[src/verilog/dcpr_consts.svh]
`ifndef DCPR_CONSTS_SVH
`define DCPR_CONSTS_SVH
// ==========================================
// i/o port map, low byte of the port number
`define DCPR_IO_HI 8'h00
`define DCPR_ADR_P0 8'h00
`define DCPR_ADR_P1 8'h02
`define DCPR_ADR_P2 8'h04
`define DCPR_ADR_P3 8'h06
`define DCPR_ADR_P4 8'hc0
`define DCPR_ADR_P5 8'hc4
`define DCPR_ADR_P6 8'hc8
`define DCPR_ADR_P7 8'hcc
`define DCPR_CNT_P0 8'h01
`define DCPR_CNT_P1 8'h03
`define DCPR_CNT_P2 8'h05
`define DCPR_CNT_P3 8'h07
`define DCPR_CNT_P4 8'hc2
`define DCPR_CNT_P5 8'hc6
`define DCPR_CNT_P6 8'hca
`define DCPR_CNT_P7 8'hce
`define DCPR_PG_P0 8'h87
`define DCPR_PG_P1 8'h83
`define DCPR_PG_P2 8'h81
`define DCPR_PG_P3 8'h82
`define DCPR_PG_P4 8'h8f
`define DCPR_PG_P5 8'h8b
`define DCPR_PG_P6 8'h89
`define DCPR_PG_P7 8'h8a
`define DCPR_CBP_LO 8'h0c
`define DCPR_MCLR_LO 8'h0d
`define DCPR_CMSK_LO 8'h0e
`define DCPR_CBP_HI 8'hd8
`define DCPR_MCLR_HI 8'hda
`define DCPR_CMSK_HI 8'hdc
// ==========================================
// values and layout
`define DCPR_CH_PER_CTL 4
`define DCPR_CNT_WRAP 16'hffff
`define DCPR_RD_IDLE 8'h00
`define DCPR_MASK_SET 4'hf
`define DCPR_AW 24
`endif

[src/verilog/dcpr_pkg.sv]
`default_nettype none
package dcpr_pkg;
    typedef logic [7:0][15:0] dcpr_word_t;
    typedef struct packed {
        dcpr_word_t base_cnt;
        dcpr_word_t cur_cnt;
        dcpr_word_t base_adr;
        dcpr_word_t cur_adr;
        logic [7:0][7:0] page;
        logic [1:0] bptr;
        logic [7:0] mask;
        logic [7:0] tc_pulse;
        logic [7:0] rdata;
    } dcpr_state_s;
endpackage : dcpr_pkg
`default_nettype wire

[src/verilog/dcpr_top.sv]
// Notes on behaviour
// transfers done equal programmed count plus one
// count_exhausted when count wraps zero to ffff
// autoinitialize happens only at count_exhausted
// without autoinit count holds ffff afterwards
// channels 0-3 count bytes
// channels 4-7 count words, shifted address
// 16-bit base/current count, read and write
// page register supplies address bits 23:16 (ch 4-7: page bits 7:1 give 23:17)
// page unchanged by autoinitialize
// clear byte pointer port resets pointer
// pointer alternates low then high byte
// reset and master clear clear pointer
// software clears pointer before new values
// master clear port acts like reset
// clear mask port unmasks four channels
// command ports write-only, data ignored
// count and page undefined after clear
// address steps after each transfer
// count decrements after each transfer
// autoinit reloads current from base
`include "dcpr_consts.svh"
`default_nettype none
module dcpr_top import dcpr_pkg::*; (
    input wire logic clk_sys,
    input wire logic reset_n,
    input wire logic [15:0] io_addr,
    input wire logic io_wr,
    input wire logic io_rd,
    input wire logic [7:0] io_wdata,
    output logic [7:0] io_rdata,
    input wire logic [7:0] xfer_done,
    input wire logic [7:0] autoinit_en,
    input wire logic [7:0] addr_down,
    output logic [191:0] chan_addr,
    output logic [7:0] count_exhausted,
    output logic [7:0] chan_mask,
    output logic [1:0] byte_ptr
);
    // ==========================================
    // port tables
    localparam logic [7:0][7:0] ADR_P = {`DCPR_ADR_P7, `DCPR_ADR_P6,
        `DCPR_ADR_P5, `DCPR_ADR_P4, `DCPR_ADR_P3, `DCPR_ADR_P2,
        `DCPR_ADR_P1, `DCPR_ADR_P0};
    localparam logic [7:0][7:0] CNT_P = {`DCPR_CNT_P7, `DCPR_CNT_P6,
        `DCPR_CNT_P5, `DCPR_CNT_P4, `DCPR_CNT_P3, `DCPR_CNT_P2,
        `DCPR_CNT_P1, `DCPR_CNT_P0};
    localparam logic [7:0][7:0] PG_P = {`DCPR_PG_P7, `DCPR_PG_P6,
        `DCPR_PG_P5, `DCPR_PG_P4, `DCPR_PG_P3, `DCPR_PG_P2,
        `DCPR_PG_P1, `DCPR_PG_P0};

    dcpr_state_s st_reg;
    dcpr_state_s st_next;

    // ==========================================
    // next state
    always_comb begin
        logic hi_ok;
        logic [7:0] lo;
        logic [1:0] tog;
        logic [1:0] cbp;
        logic [1:0] mclr;
        logic [1:0] cmsk;
        logic ctl;
        logic sel;
        hi_ok = (io_addr[15:8] == `DCPR_IO_HI);
        lo = io_addr[7:0];
        tog = 2'h0;
        ctl = 1'b0;
        sel = 1'b0;
        // any data value triggers a command
        cbp[0] = io_wr && hi_ok && lo == `DCPR_CBP_LO;
        cbp[1] = io_wr && hi_ok && lo == `DCPR_CBP_HI;
        mclr[0] = io_wr && hi_ok && lo == `DCPR_MCLR_LO;
        mclr[1] = io_wr && hi_ok && lo == `DCPR_MCLR_HI;
        cmsk[0] = io_wr && hi_ok && lo == `DCPR_CMSK_LO;
        cmsk[1] = io_wr && hi_ok && lo == `DCPR_CMSK_HI;
        st_next = st_reg;
        st_next.tc_pulse = 8'h00;
        if (io_rd) begin
            st_next.rdata = `DCPR_RD_IDLE;
        end
        for (int ch = 0; ch < 8; ch++) begin
            ctl = (ch >= `DCPR_CH_PER_CTL);
            sel = st_reg.bptr[ctl];
            // one step per byte (ch 0-3) or word (ch 4-7)
            if (xfer_done[ch]) begin
                if (st_reg.cur_cnt[ch] == 16'h0000) begin
                    st_next.tc_pulse[ch] = 1'b1;
                    if (autoinit_en[ch]) begin
                        // page is left alone here
                        st_next.cur_cnt[ch] = st_reg.base_cnt[ch];
                        st_next.cur_adr[ch] = st_reg.base_adr[ch];
                    end else begin
                        st_next.cur_cnt[ch] = `DCPR_CNT_WRAP;
                    end
                end else begin
                    st_next.cur_cnt[ch] = st_reg.cur_cnt[ch] - 16'h0001;
                end
                if (!(st_reg.cur_cnt[ch] == 16'h0000 && autoinit_en[ch]))
                begin
                    if (addr_down[ch]) begin
                        st_next.cur_adr[ch] = st_reg.cur_adr[ch] - 16'h0001;
                    end else begin
                        st_next.cur_adr[ch] = st_reg.cur_adr[ch] + 16'h0001;
                    end
                end
            end
            // in one cycle a software write wins over a transfer step for the byte it writes; the other byte keeps the step
            if (hi_ok && lo == CNT_P[ch] && (io_rd || io_wr)) begin
                tog[ctl] = 1'b1;
                if (io_rd) begin
                    st_next.rdata = sel ? st_reg.cur_cnt[ch][15:8]
                                        : st_reg.cur_cnt[ch][7:0];
                end
                if (io_wr && sel) begin
                    st_next.base_cnt[ch][15:8] = io_wdata;
                    st_next.cur_cnt[ch][15:8] = io_wdata;
                end else if (io_wr) begin
                    st_next.base_cnt[ch][7:0] = io_wdata;
                    st_next.cur_cnt[ch][7:0] = io_wdata;
                end
            end
            if (hi_ok && lo == ADR_P[ch] && (io_rd || io_wr)) begin
                tog[ctl] = 1'b1;
                if (io_rd) begin
                    st_next.rdata = sel ? st_reg.cur_adr[ch][15:8]
                                        : st_reg.cur_adr[ch][7:0];
                end
                if (io_wr && sel) begin
                    st_next.base_adr[ch][15:8] = io_wdata;
                    st_next.cur_adr[ch][15:8] = io_wdata;
                end else if (io_wr) begin
                    st_next.base_adr[ch][7:0] = io_wdata;
                    st_next.cur_adr[ch][7:0] = io_wdata;
                end
            end
            if (hi_ok && lo == PG_P[ch]) begin
                if (io_rd) begin
                    st_next.rdata = st_reg.page[ch];
                end
                if (io_wr) begin
                    st_next.page[ch] = io_wdata;
                end
            end
        end
        for (int c = 0; c < 2; c++) begin
            if (tog[c]) begin
                st_next.bptr[c] = ~st_reg.bptr[c];
            end
            if (cbp[c] || mclr[c]) begin
                // counts and pages stay as they are
                st_next.bptr[c] = 1'b0;
            end
            if (cmsk[c]) begin
                st_next.mask[c*4 +: 4] = 4'h0;
            end
            if (mclr[c]) begin
                st_next.mask[c*4 +: 4] = `DCPR_MASK_SET;
            end
        end
    end

    // ==========================================
    // state register
    always_ff @(posedge clk_sys or negedge reset_n) begin
        if (!reset_n) begin
            // counts/pages are nominally undefined; zero keeps sim clean
            st_reg <= '0;
            st_reg.mask <= {`DCPR_MASK_SET, `DCPR_MASK_SET};
        end else begin
            st_reg <= st_next;
        end
    end

    // ==========================================
    // outputs
    genvar g;
    generate
        for (g = 0; g < 8; g++) begin : g_addr
            if (g < `DCPR_CH_PER_CTL) begin : g_byte
                assign chan_addr[g*`DCPR_AW +: `DCPR_AW] =
                    {st_reg.page[g], st_reg.cur_adr[g]};
            end else begin : g_word
                // word channels: bit 0 of the page is not used
                assign chan_addr[g*`DCPR_AW +: `DCPR_AW] =
                    {st_reg.page[g][7:1], st_reg.cur_adr[g], 1'b0};
            end
        end
    endgenerate

    assign io_rdata = st_reg.rdata;
    assign count_exhausted = st_reg.tc_pulse;
    assign chan_mask = st_reg.mask;
    assign byte_ptr = st_reg.bptr;

    logic quiet;
    assign quiet = !io_wr && !io_rd;
endmodule : dcpr_top
`default_nettype wire

[config.mk]
export PLATFORM = sky130hd
export DESIGN_NAME = dcpr_top
export DESIGN_NICKNAME = d
export VERILOG_FILES = /design/src/verilog/dcpr_pkg.sv /design/src/verilog/dcpr_top.sv
export VERILOG_INCLUDE_DIRS = /design/src /design/src/verilog
export SDC_FILE = /design/constraint.sdc
export NUM_CORES = 2
export LEC_CHECK = 0
export BUFFER_PORTS_ARGS = -buffer_cell sky130_fd_sc_hd__buf_2
export CORE_UTILIZATION = 50
export CTS_CLUSTER_DIAMETER = 100
export DETAILED_ROUTE_END_ITERATION = 16
export PLACE_DENSITY = 0.68
export SETUP_SLACK_MARGIN = 0.15
export SKIP_LAST_GASP = 1
export SLEW_MARGIN = 10
export SYNTH_ARGS = -nofsm -noshare
export SYNTH_HDL_FRONTEND = slang
export SYNTH_SLANG_ARGS = --single-unit
[constraint.sdc]
create_clock -name clk_sys -period 3.7 [get_ports clk_sys]
set_clock_uncertainty 0.1 [all_clocks]
set_input_delay 0.74 -clock clk_sys [delete_from_list [all_inputs] [get_ports clk_sys]]
set_output_delay 0.74 -clock clk_sys [all_outputs]
set_load 0.03 [all_outputs]
Yosys cells after proc, flatten, opt, wreduce, memory -nomap -nowiden
Cells that the tools add are included.
W data, S select, Z words.
{"block": "classes", "n_mux": 233, "eq_ne": 29, "n_bitwise": 4, "add_sub_neg": 24, "n_reduce_logical": 114}
{"cell": "$mux W16", "count": 80}
{"cell": "$mux W8", "count": 113}
{"cell": "$sub A16 B1 Y16 const B", "count": 16}
{"cell": "$eq A8 B8 Y1 const B", "count": 19}
{"cell": "$add A16 B1 Y16 const B", "count": 8}
{"cell": "$logic_not A16 Y1", "count": 8}
{"cell": "$logic_and A1 B1 Y1", "count": 57}
{"cell": "$reduce_and A2 Y1", "count": 24}
{"cell": "$reduce_and A3 Y1", "count": 16}
{"cell": "$mux W1", "count": 36}
{"cell": "$eq A8 B3 Y1 const B", "count": 4}
{"cell": "$eq A8 B4 Y1 const B", "count": 3}
{"cell": "$eq A8 B2 Y1 const B", "count": 2}
{"cell": "$logic_not A8 Y1", "count": 2}
{"cell": "$mux W4", "count": 4}
{"cell": "$eq A8 B1 Y1 const B", "count": 1}
{"cell": "$reduce_bool A2 Y1", "count": 4}
{"cell": "$not A1 Y1", "count": 4}
{"cell": "$logic_or A1 B1 Y1", "count": 3}
{"block": "word_totals", "wordCells": 466, "ff_bits": 602, "out_inout_bits": 218}

Depth between registers and ports, before layout
{"block": "logic_depth", "ltp_word": 50, "depth_mapped": 12, "mapped_depth_nobuf": 11}

Worst setup path after synthesis
Ideal clock, no wire load.
{"block": "synth_timing", "path_type": "input to register", "start": "input addr_down[5]", "end": "register st_reg, in the netlist chan_addr[136]", "path_buffers": 0, "path_stages": 9, "slack_ns": 0.708, "arrival_time_ns": 2.757, "cell_sequence": "ha_1 -> or3_1 -> a311oi_1 -> o31ai_1 -> o41ai_1 -> xnor2_1 -> mux2_2 -> o221ai_1 -> o21ai_0"}
{"item": "start, declared", "line_no": "dcpr_top.sv:34", "rtl": "input wire logic [7:0] addr_down,"}
{"item": "end signal, assigned", "line_no": "dcpr_top.sv:172", "rtl": "st_reg <= st_next;"}
{"item": "end, declared", "line_no": "dcpr_top.sv:52", "rtl": "dcpr_state_s st_reg;"}

==> impl_metrics.yaml <==
run_status:
  status: "complete, no violations"
synth:
  yosysSeqAreaShare: 0.386
  synthCells: 4754
  syn_avg_cell_area_um2: 8.13
  async_reset_ff_frac: 1.00
  synth_edf_count: 0
  synthTopCellsByCount: "nand2_1 (1,206), dfrtp_1 (594), o21ai_0 (373), nor2_1 (308), a21oi_1 (271)"
  ys_ff_latch: 596
  ys_top_cells_by_area: "dfrtp_1 (38%), nand2_1 (12%), o21ai_0 (4.8%)"
  yosysMostFrequentCell: "nand2_1"
  synth-simple-area-share: 0.223
  synth_adder_area_share: 0.0456
  synthMuxAreaShare: 0.0560
  synthDistinctLibCells: 93
  synthXorXnorAreaFrac: 0.0220
  ys_warn_count: 0
  synth-compound-area-share: 0.188
  syn-cell-area_um2: 38600
  synthFlopType: "dfrtp_1"
  synth.top_cell.area_share: 0.385
  synth_top_cell_by_area: "dfrtp_1"
  synth_top_family_by_area: "simple AND/OR/NAND/NOR gates"
cts:
  cts_root_buf: "clkbuf_16"
  clock_sinks: 596
  cts_tree: "yes"
  cts_buffers: 72
  clockBufferDepth: 3
  cts_resized: 0
  postCtsHoldBufs: 0
  clock_latency_ns: 0.62
  clk_pin_slew_ns: 0.07
  htreeDepth: 3
  post_cts_buffers: 0
die:
  die-height_um: 280
  die_width_um: 280
  core_um2: 76200
  ios: 270
  die-area_um2: 78400
  start_util: 0.507
  rows: 101
global_route:
  grt_first_pass_wirelength_um: 203000
  first_global_vias: 33206
  grt_usage: 0.334
  grt_max_degree: 71
  antenna_found_initial: 3
  gr-total-overflow: 0
finish:
  area_growth_pct: 10.6
  final-seq-area_um2: 14900
  drive_gt1_frac: 0.144
  largest_register_ff_count: 388
  multi_input_area_um2: 20700
  num-fill-cells: 7030
  final_area_um2: 42700
  nets: 5006
  utilization: 0.561
setup_path:
  crit_top_cell: "a21oi_1"
  path_max_fanout: 34
  crit_slowest_cell: "dfrtp_4"
  cp.required_ns: 4.10
  cp.arrival_ns: 3.57
  critPathCaptureType: "flip-flop"
  cpPeakStageDelay_ns: 0.66
  crit_type: "flip-flop to flip-flop"
  start_kind: "flip-flop"
  cp_cell_sequence: "buf_12 -> mux2i_1 -> o32ai_1 -> a21oi_1 -> a21oi_1 -> a2111oi_0 -> buf_4 -> a211oi_1 -> nor4_1 -> o21ai_1"
sta:
  fin_crit_ns: 3.17
  finalHoldViolCount: 0
  worstMarginPinSlew_ns: 0.979
  tns_ns: 0
  slew_headroom: 0.347
  clock.fmax_ghz: 0.315
  rsz0062_at_grt: "false"
  setup_viol: 0
  slew_violations: 0
  finalCritPeriodShare: 0.857
route:
  dr.pass1.iters: 7
  wl_um: 133000
  ant_nets: 0
  via_count: 36131
  initialDrtViolationCount: 4258
  wl_per_cell_um: 22.6
  vias_per_cell: 6.12
  remaining_drc_errors: 0
hold_path:
  min_path_type: "primary input to asynchronous set/reset pin"
job:
  cap_viol_max_count: 0
placed_design:
  dpl-instance-area_um2: 40300
  dp_hpwl_um: 95100
  portBuffers: 265
  place.gp.congestion: 1.06
pwr:
  p_total_mw: 28.9
  irDropWorstVdd_v: 0.000439
  power_density_nw_per_um2: 677
  p_leak_nw: 20.4
## power by group
part | leakage (nW) | internal (mW) | switching, mW
combinational | 11.4 | 4.54 | 7.15
sequential | 7.76 | 7.79 | 2.04
clock | 1.21 | 4.47 | 2.94
## worst max-delay path, delay by kind of cell, from the launching register on
kind	cells	cell delay (ns)
buf+inv	2	0.45
simple gates	1	0.31
compound gates	6	1.10
mux	1	0.37
flops	1	0.66
## stage by stage
step	cells	setup slack (ns)	hold slack, ns
final	5908	0.528	0.0124
after CTS	5905	0.639	0.0238
after global placement	5774	0.130	0.352
after global routing	5905	0.267	0.0440
after floorplan	4757	0.708	0.333
after detailed placement	5774	0.0695	0.354
## metal layers
layer | part of all wire | vias to the layer above | track usage
li1 | - | 16628 | -
met1 | 0.44 | 17511 | 0.489
met2 | 0.43 | 1753 | 0.498
met3 | 0.097 | 235 | 0.0662
met4 | 0.030 | 4 | 0.0996
met5 | 0.00019 | - | 0
## cell families after synthesis
logic type	count (synthesis)
flops	596
other cells	1
fa+ha+maj	136
mux	206
buf+inv	575
xor+xnor	97
compound gates	1162
simple gates	1981
## worst paths after layout
kind	from	cells past startpoint	to	slack [ns]
min in group clk_sys	st_reg[330]$_DFFE_PN0P_	2	st_reg[330]$_DFFE_PN0P_	0.37
setup reg to reg	byte_ptr[0]$_DFFE_PN0P_	10	io_rdata[1]$_DFF_PN0_	0.53
max in group asynchronous	reset_n	3	chan_addr[104]$_DFF_PN0_	2.54
hold reg to reg	st_reg[330]$_DFFE_PN0P_	2	st_reg[330]$_DFFE_PN0P_	0.37
setup / recovery	byte_ptr[0]$_DFFE_PN0P_	10	io_rdata[1]$_DFF_PN0_	0.53
hold / removal	reset_n	1	st_reg[255]$_DFFE_PN0P_	0.01
## final cells by class
type | instances | share of cell area
diodes | 3 | 0.000176
clock buffers | 110 | 0.0517
clock inverters | 21 | 0.00583
inverters | 118 | 0.0104
multi-input cells | 3586 | 0.484
flip-flops and latches | 596 | 0.349
well taps | 1030 | 0.0302
repair buffers | 444 | 0.0680
## layout by cell type, fill, tap and decap left out, drive strengths merged, types with 29 or more instances in the layout
| cell type | instances |
|---|---|
| a21oi | 271 |
| nor2 | 318 |
| o211ai | 104 |
| ha | 128 |
| nor2b | 38 |
| buf | 444 |
| o221ai | 33 |
| a31oi | 32 |
| nand3 | 73 |
| clkbuf | 110 |
| xor2 | 56 |
| nand2 | 1207 |
| nor4 | 29 |
| dfrtp | 594 |
| mux2 | 81 |
| o22ai | 40 |
| o21ai | 386 |
| xnor2 | 41 |
| a211o | 41 |
| o21a | 29 |
| inv | 118 |
| mux2i | 125 |
| or3 | 45 |
| and3 | 31 |
| nor3 | 119 |
Note: power is estimated with default switching activity, not from simulation.
